--- src/pkg/sfh_pkg.sv ---
// How it works
// Read when select and drive low.
// Device floats data when deselected.
// Device latches address late, data early; the model latches address at strobe fall, data at strobe rise.
// Each load pulses strobe, drive held high.
// Unloaded bytes read back as ones.
// Next load within 150 us of last.
// Device starts programming after 150 us gap.
// Upper bits sector, low eight byte position.
// Same sector address on every load; host only drops req_ready on mismatch, IDLE ignores ready.
// Byte positions may load in any order.
// Reads poll during program cycle.
// Device erases sector then writes bytes.
// Device latches sector; bus freed meanwhile.
// Protection off when delivered.
// Three fixed commands switch protection on.
// Protected writes need the three-command prefix.
// Command bytes use load timing limits.
// Protection covers all sectors, persists.
// Unprefixed protected write still times out.
// Program refused with drive low, deselected.
// Short strobe pulses are ignored.
// No programming for 5 ms after power-up.
// Identity codes same by both methods.
// Poll line shows inverted bit seven.
// Toggle line flips each read while busy.
// Command addresses and data are constants.
package sfh_pkg;
  localparam int unsigned CLK_MHZ = 100;
  // Strobe phase timing (ns), load gap (us), power-up wait (ms), derived cycles
  localparam int unsigned T_SETUP_NS  = 30;
  localparam int unsigned T_PULSE_NS  = 100;
  localparam int unsigned T_READ_NS   = 120;
  localparam int unsigned T_GAP_US    = 150;
  localparam int unsigned T_PWRUP_MS  = 5;
  localparam logic [7:0] SETUP_CYC = 8'((T_SETUP_NS * CLK_MHZ + 999) / 1000);
  localparam logic [7:0] PULSE_CYC = 8'((T_PULSE_NS * CLK_MHZ + 999) / 1000);
  localparam logic [7:0] READ_CYC  = 8'((T_READ_NS * CLK_MHZ + 999) / 1000);
  // Longest gap rounds down; keep margin of 1 us below limit
  localparam int unsigned GAP_CYC_DEF   = (T_GAP_US - 1) * CLK_MHZ;
  localparam int unsigned PWRUP_CYC_DEF = T_PWRUP_MS * 1000 * CLK_MHZ;
  localparam int unsigned CNT_W = 20;
  // Protection command pairs, fixed constants
  localparam logic [18:0] CMD_A0 = 19'h05555;
  localparam logic [18:0] CMD_A1 = 19'h02aaa;
  localparam logic [18:0] CMD_A2 = 19'h05555;
  localparam logic [7:0]  CMD_D0 = 8'haa;
  localparam logic [7:0]  CMD_D1 = 8'h55;
  localparam logic [7:0]  CMD_D2 = 8'ha0;
  localparam logic [7:0]  ERASED = 8'hff;
  localparam int unsigned SEC_W = 11;

  typedef enum logic [5:0] {
    SFH_PWRUP = 6'h01,
    SFH_IDLE  = 6'h02,
    SFH_SETUP = 6'h04,
    SFH_PULSE = 6'h08,
    SFH_HOLD  = 6'h10,
    SFH_READ  = 6'h20
  } sfh_state_t;
endpackage

--- src/rtl/sfh_host.sv ---
`timescale 1ns/1ps
module sfh_host
  import sfh_pkg::*;
#(
  parameter int unsigned GAP_CYC   = sfh_pkg::GAP_CYC_DEF,
  parameter int unsigned PWRUP_CYC = sfh_pkg::PWRUP_CYC_DEF
) (
  // Clock and reset
  input  wire logic          clock,
  input  wire logic          reset,
  // User request
  input  wire logic          req_valid,
  output logic               req_ready,
  input  wire logic          req_write,
  input  wire logic          req_prefix,
  input  wire logic [18:0]   req_addr,
  input  wire logic [7:0]    req_wdata,
  output logic               rsp_valid,
  output logic [7:0]         rsp_rdata,
  output logic               load_open,
  // Flash pins
  output logic [18:0]        flash_addr,
  output logic               flash_sel_n,
  output logic               flash_drive_n,
  output logic               flash_strobe_n,
  output logic [7:0]         flash_data_o,
  output logic               flash_data_oe,
  input  wire logic [7:0]    flash_data_i
);
  import sfh_pkg::*;

  typedef struct packed {
    sfh_state_t       st;
    logic [CNT_W-1:0] cnt;
    logic [CNT_W-1:0] gap;
    logic [1:0]       pre_idx;
    logic             pre_on;
    logic             wr;
    logic [18:0]      addr;
    logic [7:0]       wdata;
    logic [7:0]       rdata;
    logic             rvalid;
    logic             open;
    logic [SEC_W-1:0] sector;
  } sfh_s_t;

  sfh_s_t s_q, s_d;

  // Prefix commands come from package constants
  function automatic logic [18:0] cmd_addr(input logic [1:0] i);
    case (i)
      2'd0:    cmd_addr = CMD_A0;
      2'd1:    cmd_addr = CMD_A1;
      default: cmd_addr = CMD_A2;
    endcase
  endfunction

  function automatic logic [7:0] cmd_data(input logic [1:0] i);
    case (i)
      2'd0:    cmd_data = CMD_D0;
      2'd1:    cmd_data = CMD_D1;
      default: cmd_data = CMD_D2;
    endcase
  endfunction

  always_comb begin
    s_d        = s_q;
    s_d.rvalid = 1'b0;
    // Device gap runs during reads too, so count whenever not writing
    if (s_q.open && !(s_q.wr && (s_q.st == SFH_SETUP || s_q.st == SFH_PULSE || s_q.st == SFH_HOLD))) begin
      if (s_q.gap == CNT_W'(GAP_CYC)) begin
        s_d.open = 1'b0;
      end else begin
        s_d.gap = s_q.gap + 1'b1;
      end
    end
    case (s_q.st)
      SFH_PWRUP: begin
        s_d.cnt = s_q.cnt + 1'b1;
        if (s_q.cnt == CNT_W'(PWRUP_CYC)) begin
          s_d.st = SFH_IDLE;
        end
      end
      SFH_IDLE: begin
        if (req_valid) begin
          s_d.wr      = req_write;
          s_d.addr    = req_addr;
          s_d.wdata   = req_wdata;
          s_d.cnt     = '0;
          s_d.pre_on  = req_write && req_prefix && !s_q.open;
          s_d.pre_idx = 2'd0;
          s_d.st      = SFH_SETUP;
        end
      end
      SFH_SETUP: begin
        s_d.cnt = s_q.cnt + 1'b1;
        if (s_q.cnt + 1'b1 == CNT_W'(SETUP_CYC)) begin
          s_d.cnt = '0;
          s_d.st  = s_q.wr ? SFH_PULSE : SFH_READ;
        end
      end
      SFH_PULSE: begin
        // Pulse far longer than the noise filter
        s_d.cnt = s_q.cnt + 1'b1;
        if (s_q.cnt + 1'b1 == CNT_W'(PULSE_CYC)) begin
          s_d.cnt = '0;
          s_d.gap = '0;
          s_d.st  = SFH_HOLD;
        end
      end
      SFH_HOLD: begin
        s_d.cnt = s_q.cnt + 1'b1;
        if (s_q.cnt + 1'b1 == CNT_W'(SETUP_CYC)) begin
          s_d.cnt  = '0;
          s_d.open = 1'b1;
          s_d.gap  = s_q.gap + CNT_W'(SETUP_CYC);
          if (s_q.pre_on) begin
            if (s_q.pre_idx == 2'd2) begin
              s_d.pre_on = 1'b0;
              s_d.sector = s_q.addr[18:8];
            end else begin
              s_d.pre_idx = s_q.pre_idx + 1'b1;
            end
            s_d.st = SFH_SETUP;
          end else begin
            s_d.sector = s_q.addr[18:8];
            s_d.st     = SFH_IDLE;
          end
        end
      end
      SFH_READ: begin
        s_d.cnt = s_q.cnt + 1'b1;
        if (s_q.cnt + 1'b1 == CNT_W'(READ_CYC)) begin
          s_d.rdata  = flash_data_i;
          s_d.rvalid = 1'b1;
          s_d.st     = SFH_IDLE;
        end
      end
      default: s_d.st = SFH_IDLE;
    endcase
    if (reset) begin
      s_d        = '0;
      s_d.st     = SFH_PWRUP;
    end
  end

  always_ff @(posedge clock) begin
    s_q <= s_d;
  end

  logic pulsing, writing;
  assign pulsing = s_q.st == SFH_PULSE;
  assign writing = s_q.wr && (s_q.st == SFH_SETUP || pulsing || s_q.st == SFH_HOLD);

  // Host accepts only while idle; a sector mismatch drops ready until window closes, but IDLE takes req_valid without ready
  assign req_ready = s_q.st == SFH_IDLE &&
                     !(s_q.open && req_write && req_addr[18:8] != s_q.sector);

  always_comb begin
    flash_addr = (s_q.pre_on) ? cmd_addr(s_q.pre_idx) : s_q.addr;
    flash_data_o = (s_q.pre_on) ? cmd_data(s_q.pre_idx) : s_q.wdata;
  end

  // Select held through write setup/hold and READ; strobe pulses inside it
  assign flash_sel_n    = !(writing || s_q.st == SFH_READ);
  assign flash_strobe_n = !pulsing;
  assign flash_drive_n  = !(s_q.st == SFH_READ);
  assign flash_data_oe  = writing;
  assign rsp_valid      = s_q.rvalid;
  assign rsp_rdata      = s_q.rdata;
  assign load_open      = s_q.open;

  property p_no_fight;
    @(posedge clock) disable iff (reset) flash_data_oe |-> flash_drive_n;
  endproperty
  a_no_fight: assert property (p_no_fight) else $error("Drive and data out together");

  property p_pulse_len;
    @(posedge clock) disable iff (reset) $fell(flash_strobe_n)
      |-> !flash_strobe_n [*8] ##1 !flash_strobe_n ##1 !flash_strobe_n ##1 flash_strobe_n;
  endproperty
  a_pulse_len: assert property (p_pulse_len) else $error("Strobe pulse length wrong");

  property p_sel_in_pulse;
    @(posedge clock) disable iff (reset) !flash_strobe_n |-> !flash_sel_n && flash_drive_n;
  endproperty
  a_sel_in_pulse: assert property (p_sel_in_pulse) else $error("Strobe without select");

  property p_read_len;
    @(posedge clock) disable iff (reset) $fell(flash_drive_n) |-> !flash_drive_n [*8] ##5 rsp_valid;
  endproperty
  a_read_len: assert property (p_read_len) else $error("Read answer timing wrong");

  property p_prefix_order;
    @(posedge clock) disable iff (reset) $fell(flash_strobe_n) && s_q.pre_on && s_q.pre_idx == 2'd0
      |-> flash_addr == CMD_A0 && flash_data_o == CMD_D0;
  endproperty
  a_prefix_order: assert property (p_prefix_order) else $error("Prefix first command wrong");

  property p_same_sector;
    @(posedge clock) disable iff (reset) $fell(flash_strobe_n) && !s_q.pre_on && s_q.open
      |-> flash_addr[18:8] == s_q.sector;
  endproperty
  a_same_sector: assert property (p_same_sector) else $error("Sector changed mid load");

  property p_pwrup;
    @(posedge clock) disable iff (reset) s_q.st == SFH_PWRUP |-> flash_sel_n && !req_ready;
  endproperty
  a_pwrup: assert property (p_pwrup) else $error("Access during power-up");

  property p_gap;
    @(posedge clock) disable iff (reset) s_q.open |-> s_q.gap <= CNT_W'(GAP_CYC);
  endproperty
  a_gap: assert property (p_gap) else $error("Load gap exceeded");

  c_read:   cover property (@(posedge clock) disable iff (reset) rsp_valid);
  c_prefix: cover property (@(posedge clock) disable iff (reset) s_q.pre_on && s_q.pre_idx == 2'd2);
  c_close:  cover property (@(posedge clock) disable iff (reset) $fell(load_open));
endmodule // sfh_host

--- config.mk ---
export PLATFORM = sky130hd
export DESIGN_NAME = sfh_host
export DESIGN_NICKNAME = d
export VERILOG_FILES = /design/src/pkg/sfh_pkg.sv /design/src/rtl/sfh_host.sv
export SDC_FILE = /design/constraint.sdc
export NUM_CORES = 1
export LEC_CHECK = 0
export ABC_CLOCK_PERIOD_IN_PS = 3320
export BUFFER_PORTS_ARGS = -buffer_cell sky130_fd_sc_hd__buf_2
export CORE_AREA = 2 2 87 131
export DETAILED_ROUTE_END_ITERATION = 7
export DIE_AREA = 0 0 89 133
export MAX_ROUTING_LAYER = met4
export PLACE_DENSITY_LB_ADDON = 0.25
export SLEW_MARGIN = 20
export SYNTH_ARGS = -nofsm -noshare
export SYNTH_HDL_FRONTEND = slang
export SYNTH_SLANG_ARGS = --single-unit
--- constraint.sdc ---
create_clock -name clock -period 3.32 [get_ports clock]
set_clock_uncertainty 0.15 [all_clocks]
set_input_delay 0.332 -clock clock [delete_from_list [all_inputs] [get_ports clock]]
set_output_delay 0.332 -clock clock [all_outputs]
set_load 0.005 [all_outputs]
==> results_dict.tcl <==
set metrics [dict create \
    outcome "finished, final reports clean" \
    cts_buffers 9 \
    final_core_util 0.6171 \
    min_period_over_period 0.9615 \
    fin_nets 870 \
    seqPwrFrac 0.421 \
    ys_seq_area_frac 0.3395 \
    internal-power_w 0.002057 \
    clkTransAtPathRegs_ns 0.08 \
    ctsHtreeMaxLevel 3 \
    leakagePower_nw 2.679 \
    ys_ff_latch 98 \
    swShare 0.3463 \
    ys_top_cells_by_area "dfxtp_1 34%, nand2_1 8.6%, a21oi_1 4.6%" \
    synth.avg_cell_area_um2 7.655 \
    fin_tns_setup_ns 0 \
    clkPwrFrac 0.340 \
    endpoint_kind "register" \
    worst_pin_slew_ns 1.016 \
    yosys.area.top_type_share 0.3395 \
    final_common_cell "nand2_1" \
    antenna_found_initial 0 \
    grt_setup_unrepaired "no" \
    cts-root-buf "clkbuf_16" \
    crit_buf_inv 0 \
    arrival_ns 3.29 \
    finalCriticalPeriod_ns 3.192 \
    dp_hpwl_mm 11.48 \
    drive_gt1_frac 0.1905 \
    synth-edff-count 0 \
    syn_area_mm2 0.005779 \
    maxSlewHeadroom 0.3211 \
    dpl.cell_count 953 \
    num_antenna_cells 0 \
    synth_flop_cell "dfxtp_1" \
    track_usage 0.2794 \
    wl_per_cell_um 16.21 \
    first_global_vias 5545 \
    clock_latency_ns 0.35 \
    cts_tree "built" \
    cp_slowest_stage_delay_ns 0.58 \
    cp-start-kind "register" \
    grt_pass1_wl_mm 25.92 \
    wl_mm 15.74 \
    synth.distinct_cells 74 \
    async_flop_share 0 \
    path_delay_family "simple AND/OR/NAND/NOR gates" \
    cts.sinks 98 \
    powerDensity_mw_per_mm2 471.2 \
    std_cell_rows 47 \
    synth_top_cell_by_area "dfxtp_1" \
    area_delta_synth_final_pct 15.54 \
    cts_hold_repair.buffers 0 \
    comb_power_share 0.239 \
    drt_first_pass_iters 5 \
    critPathMaxFanout 9 \
    grt_max_degree 56 \
    syn_nets 806 \
    initial_core_util 0.5341 \
    drt_iter0_drc 379 \
    path_cells "ha_4 > and3_1 > a211oi_1 > a31oi_1 > or4_4 > or4_1 > o21ai_2 > nand2_1 > o41ai_2" \
    final_cell_mix "133 x nand2_1, 96 x dfxtp_1, 81 x buf_2" \
    die_h_um 133 \
    worstPathRequired_ns 3.42 \
    synthCells 755 \
    hold_violations 0 \
    hold_path.class "input port to register" \
    vias_per_cell 5.938 \
    hold_slack_ns 0.06574 \
    fmax_mhz 313.3 \
    ir_drop_v 0.0003251 \
    maxSlewViolCount 0 \
    power_switching_w 0.001090 \
    die_x_um 89 \
    drv_cap 0 \
    grt_overflow_total 0 \
    cts_buffer_depth 2 \
    drc_errors 0 \
    dr_total_vias 5766 \
    dieArea_mm2 0.01184 \
    io_pins 82 \
    port_buffers 81 \
    critPathSlowestCell "or4_4" \
    setup_violations 0 \
    critPathKind "register to register" \
    yosys_warnings 0 \
    power.total_w 0.003146 \
    place_congestion 0.9535 \
    layout.cells.non_filler 971 \
    core_mm2 0.01082 \
    ant_nets 0 \
]
[synth_stat cells (3+ instances only)]
library cell and number:
xor2_1 22, a211oi_1 4, o21a_1 10, a21o_1 4, nor2b_1 7, nor2_1 53, nand2_1 133, and2_1 3
or2_2 3, or3_1 9, xnor2_1 8, clkbuf_1 40, nor3_1 18, o21ai_0 47, nand4_1 18, ha_1 11
and4_1 7, nor3b_1 3, o311ai_1 6, a21oi_1 53, and3_1 8, nor4_1 11, or4_1 5, mux2i_1 24
a31oi_1 8, buf_4 10, buf_2 12, nand3_1 17, a22oi_1 4, o211ai_1 7, inv_1 28, dfxtp_1 98
a311oi_1 10
[flip-flops by register name (all words and copies together), names as in the netlist]
name / count
rsp_rdata: 8
load_open: 1
rsp_valid: 1
s_q: 88
[worst reg2reg max path, cell delays in order, from the launching register on]
cell	delay (ns)
dfxtp_2	0.39
ha_4	0.20
and3_1	0.23
a211oi_1	0.31
a31oi_1	0.10
or4_4	0.58
or4_1	0.58
o21ai_2	0.15
nand2_1	0.13
o41ai_2	0.30
[timing repair]
| action | CTS | global route |
|---|---|---|
| setup endpoints to repair | 2 | 52 |
| gates resized for setup | 1 | 6 |
| pin swaps | 1 | 1 |
| setup buffers | 1 | 1 |
[cell families (layout without fill, tap and decap cells)]
| group | Yosys count | in the layout | share of synthesized area |
|---|---|---|---|
| mux | 24 | 24 | 0.04157 |
| simple gates | 314 | 314 | 0.2678 |
| xor+xnor | 31 | 31 | 0.05023 |
| fa+ha+maj | 11 | 11 | 0.02381 |
| buf+inv | 92 | 161 | 0.06906 |
| flops | 98 | 98 | 0.3395 |
| compound gates | 185 | 185 | 0.2081 |
[per-stage QoR]
step	cell area [µm²]	setup slack, ns
after floorplan	5779	0.2677
after global placement	6330	0.1051
after detailed placement	6330	-0.02865
after CTS	6641	0.01173
after global routing	6678	0.02252
final	6678	0.1277
[power by group through the flow]
stage | combinational [W] | clock (W) | sequential (W)
global placement | 0.000730 | 0 | 0.00133
floorplan | 0.000522 | 0 | 0.00130
global route | 0.000841 | 0.00113 | 0.00134
CTS | 0.000744 | 0.00108 | 0.00131
detailed placement | 0.000742 | 0 | 0.00134
finish | 0.000753 | 0.00107 | 0.00132
[final timing paths]
kind          startpoint  endpoint  slack, ns  cells after the start
max              s_q[72]   s_q[67]       0.13                      9
min          req_addr[6]   s_q[35]       0.07                      3
max reg2reg      s_q[72]   s_q[67]       0.13                      9
min reg2reg      s_q[30]   s_q[30]       0.31                      2
[layout make-up]
class	instances	area, µm²
Fill cell	1026	4143
Multi-Input combinational cell	565	3447
Sequential cell	98	1964
Timing Repair Buffer	117	675.6
Clock buffer	9	225.2
Tap cell	147	183.9
Inverter	28	105.1
Clock inverter	7	76.32
[routing by layer]
metal,routed length (µm),track usage,share of wire
met5,0,-,0
met4,616,0.1335,0.039
met3,717,0.03244,0.046
met2,7914,0.4552,0.50
met1,6497,0.3371,0.41
No activity file was read; power rests on OpenSTA's default activity.
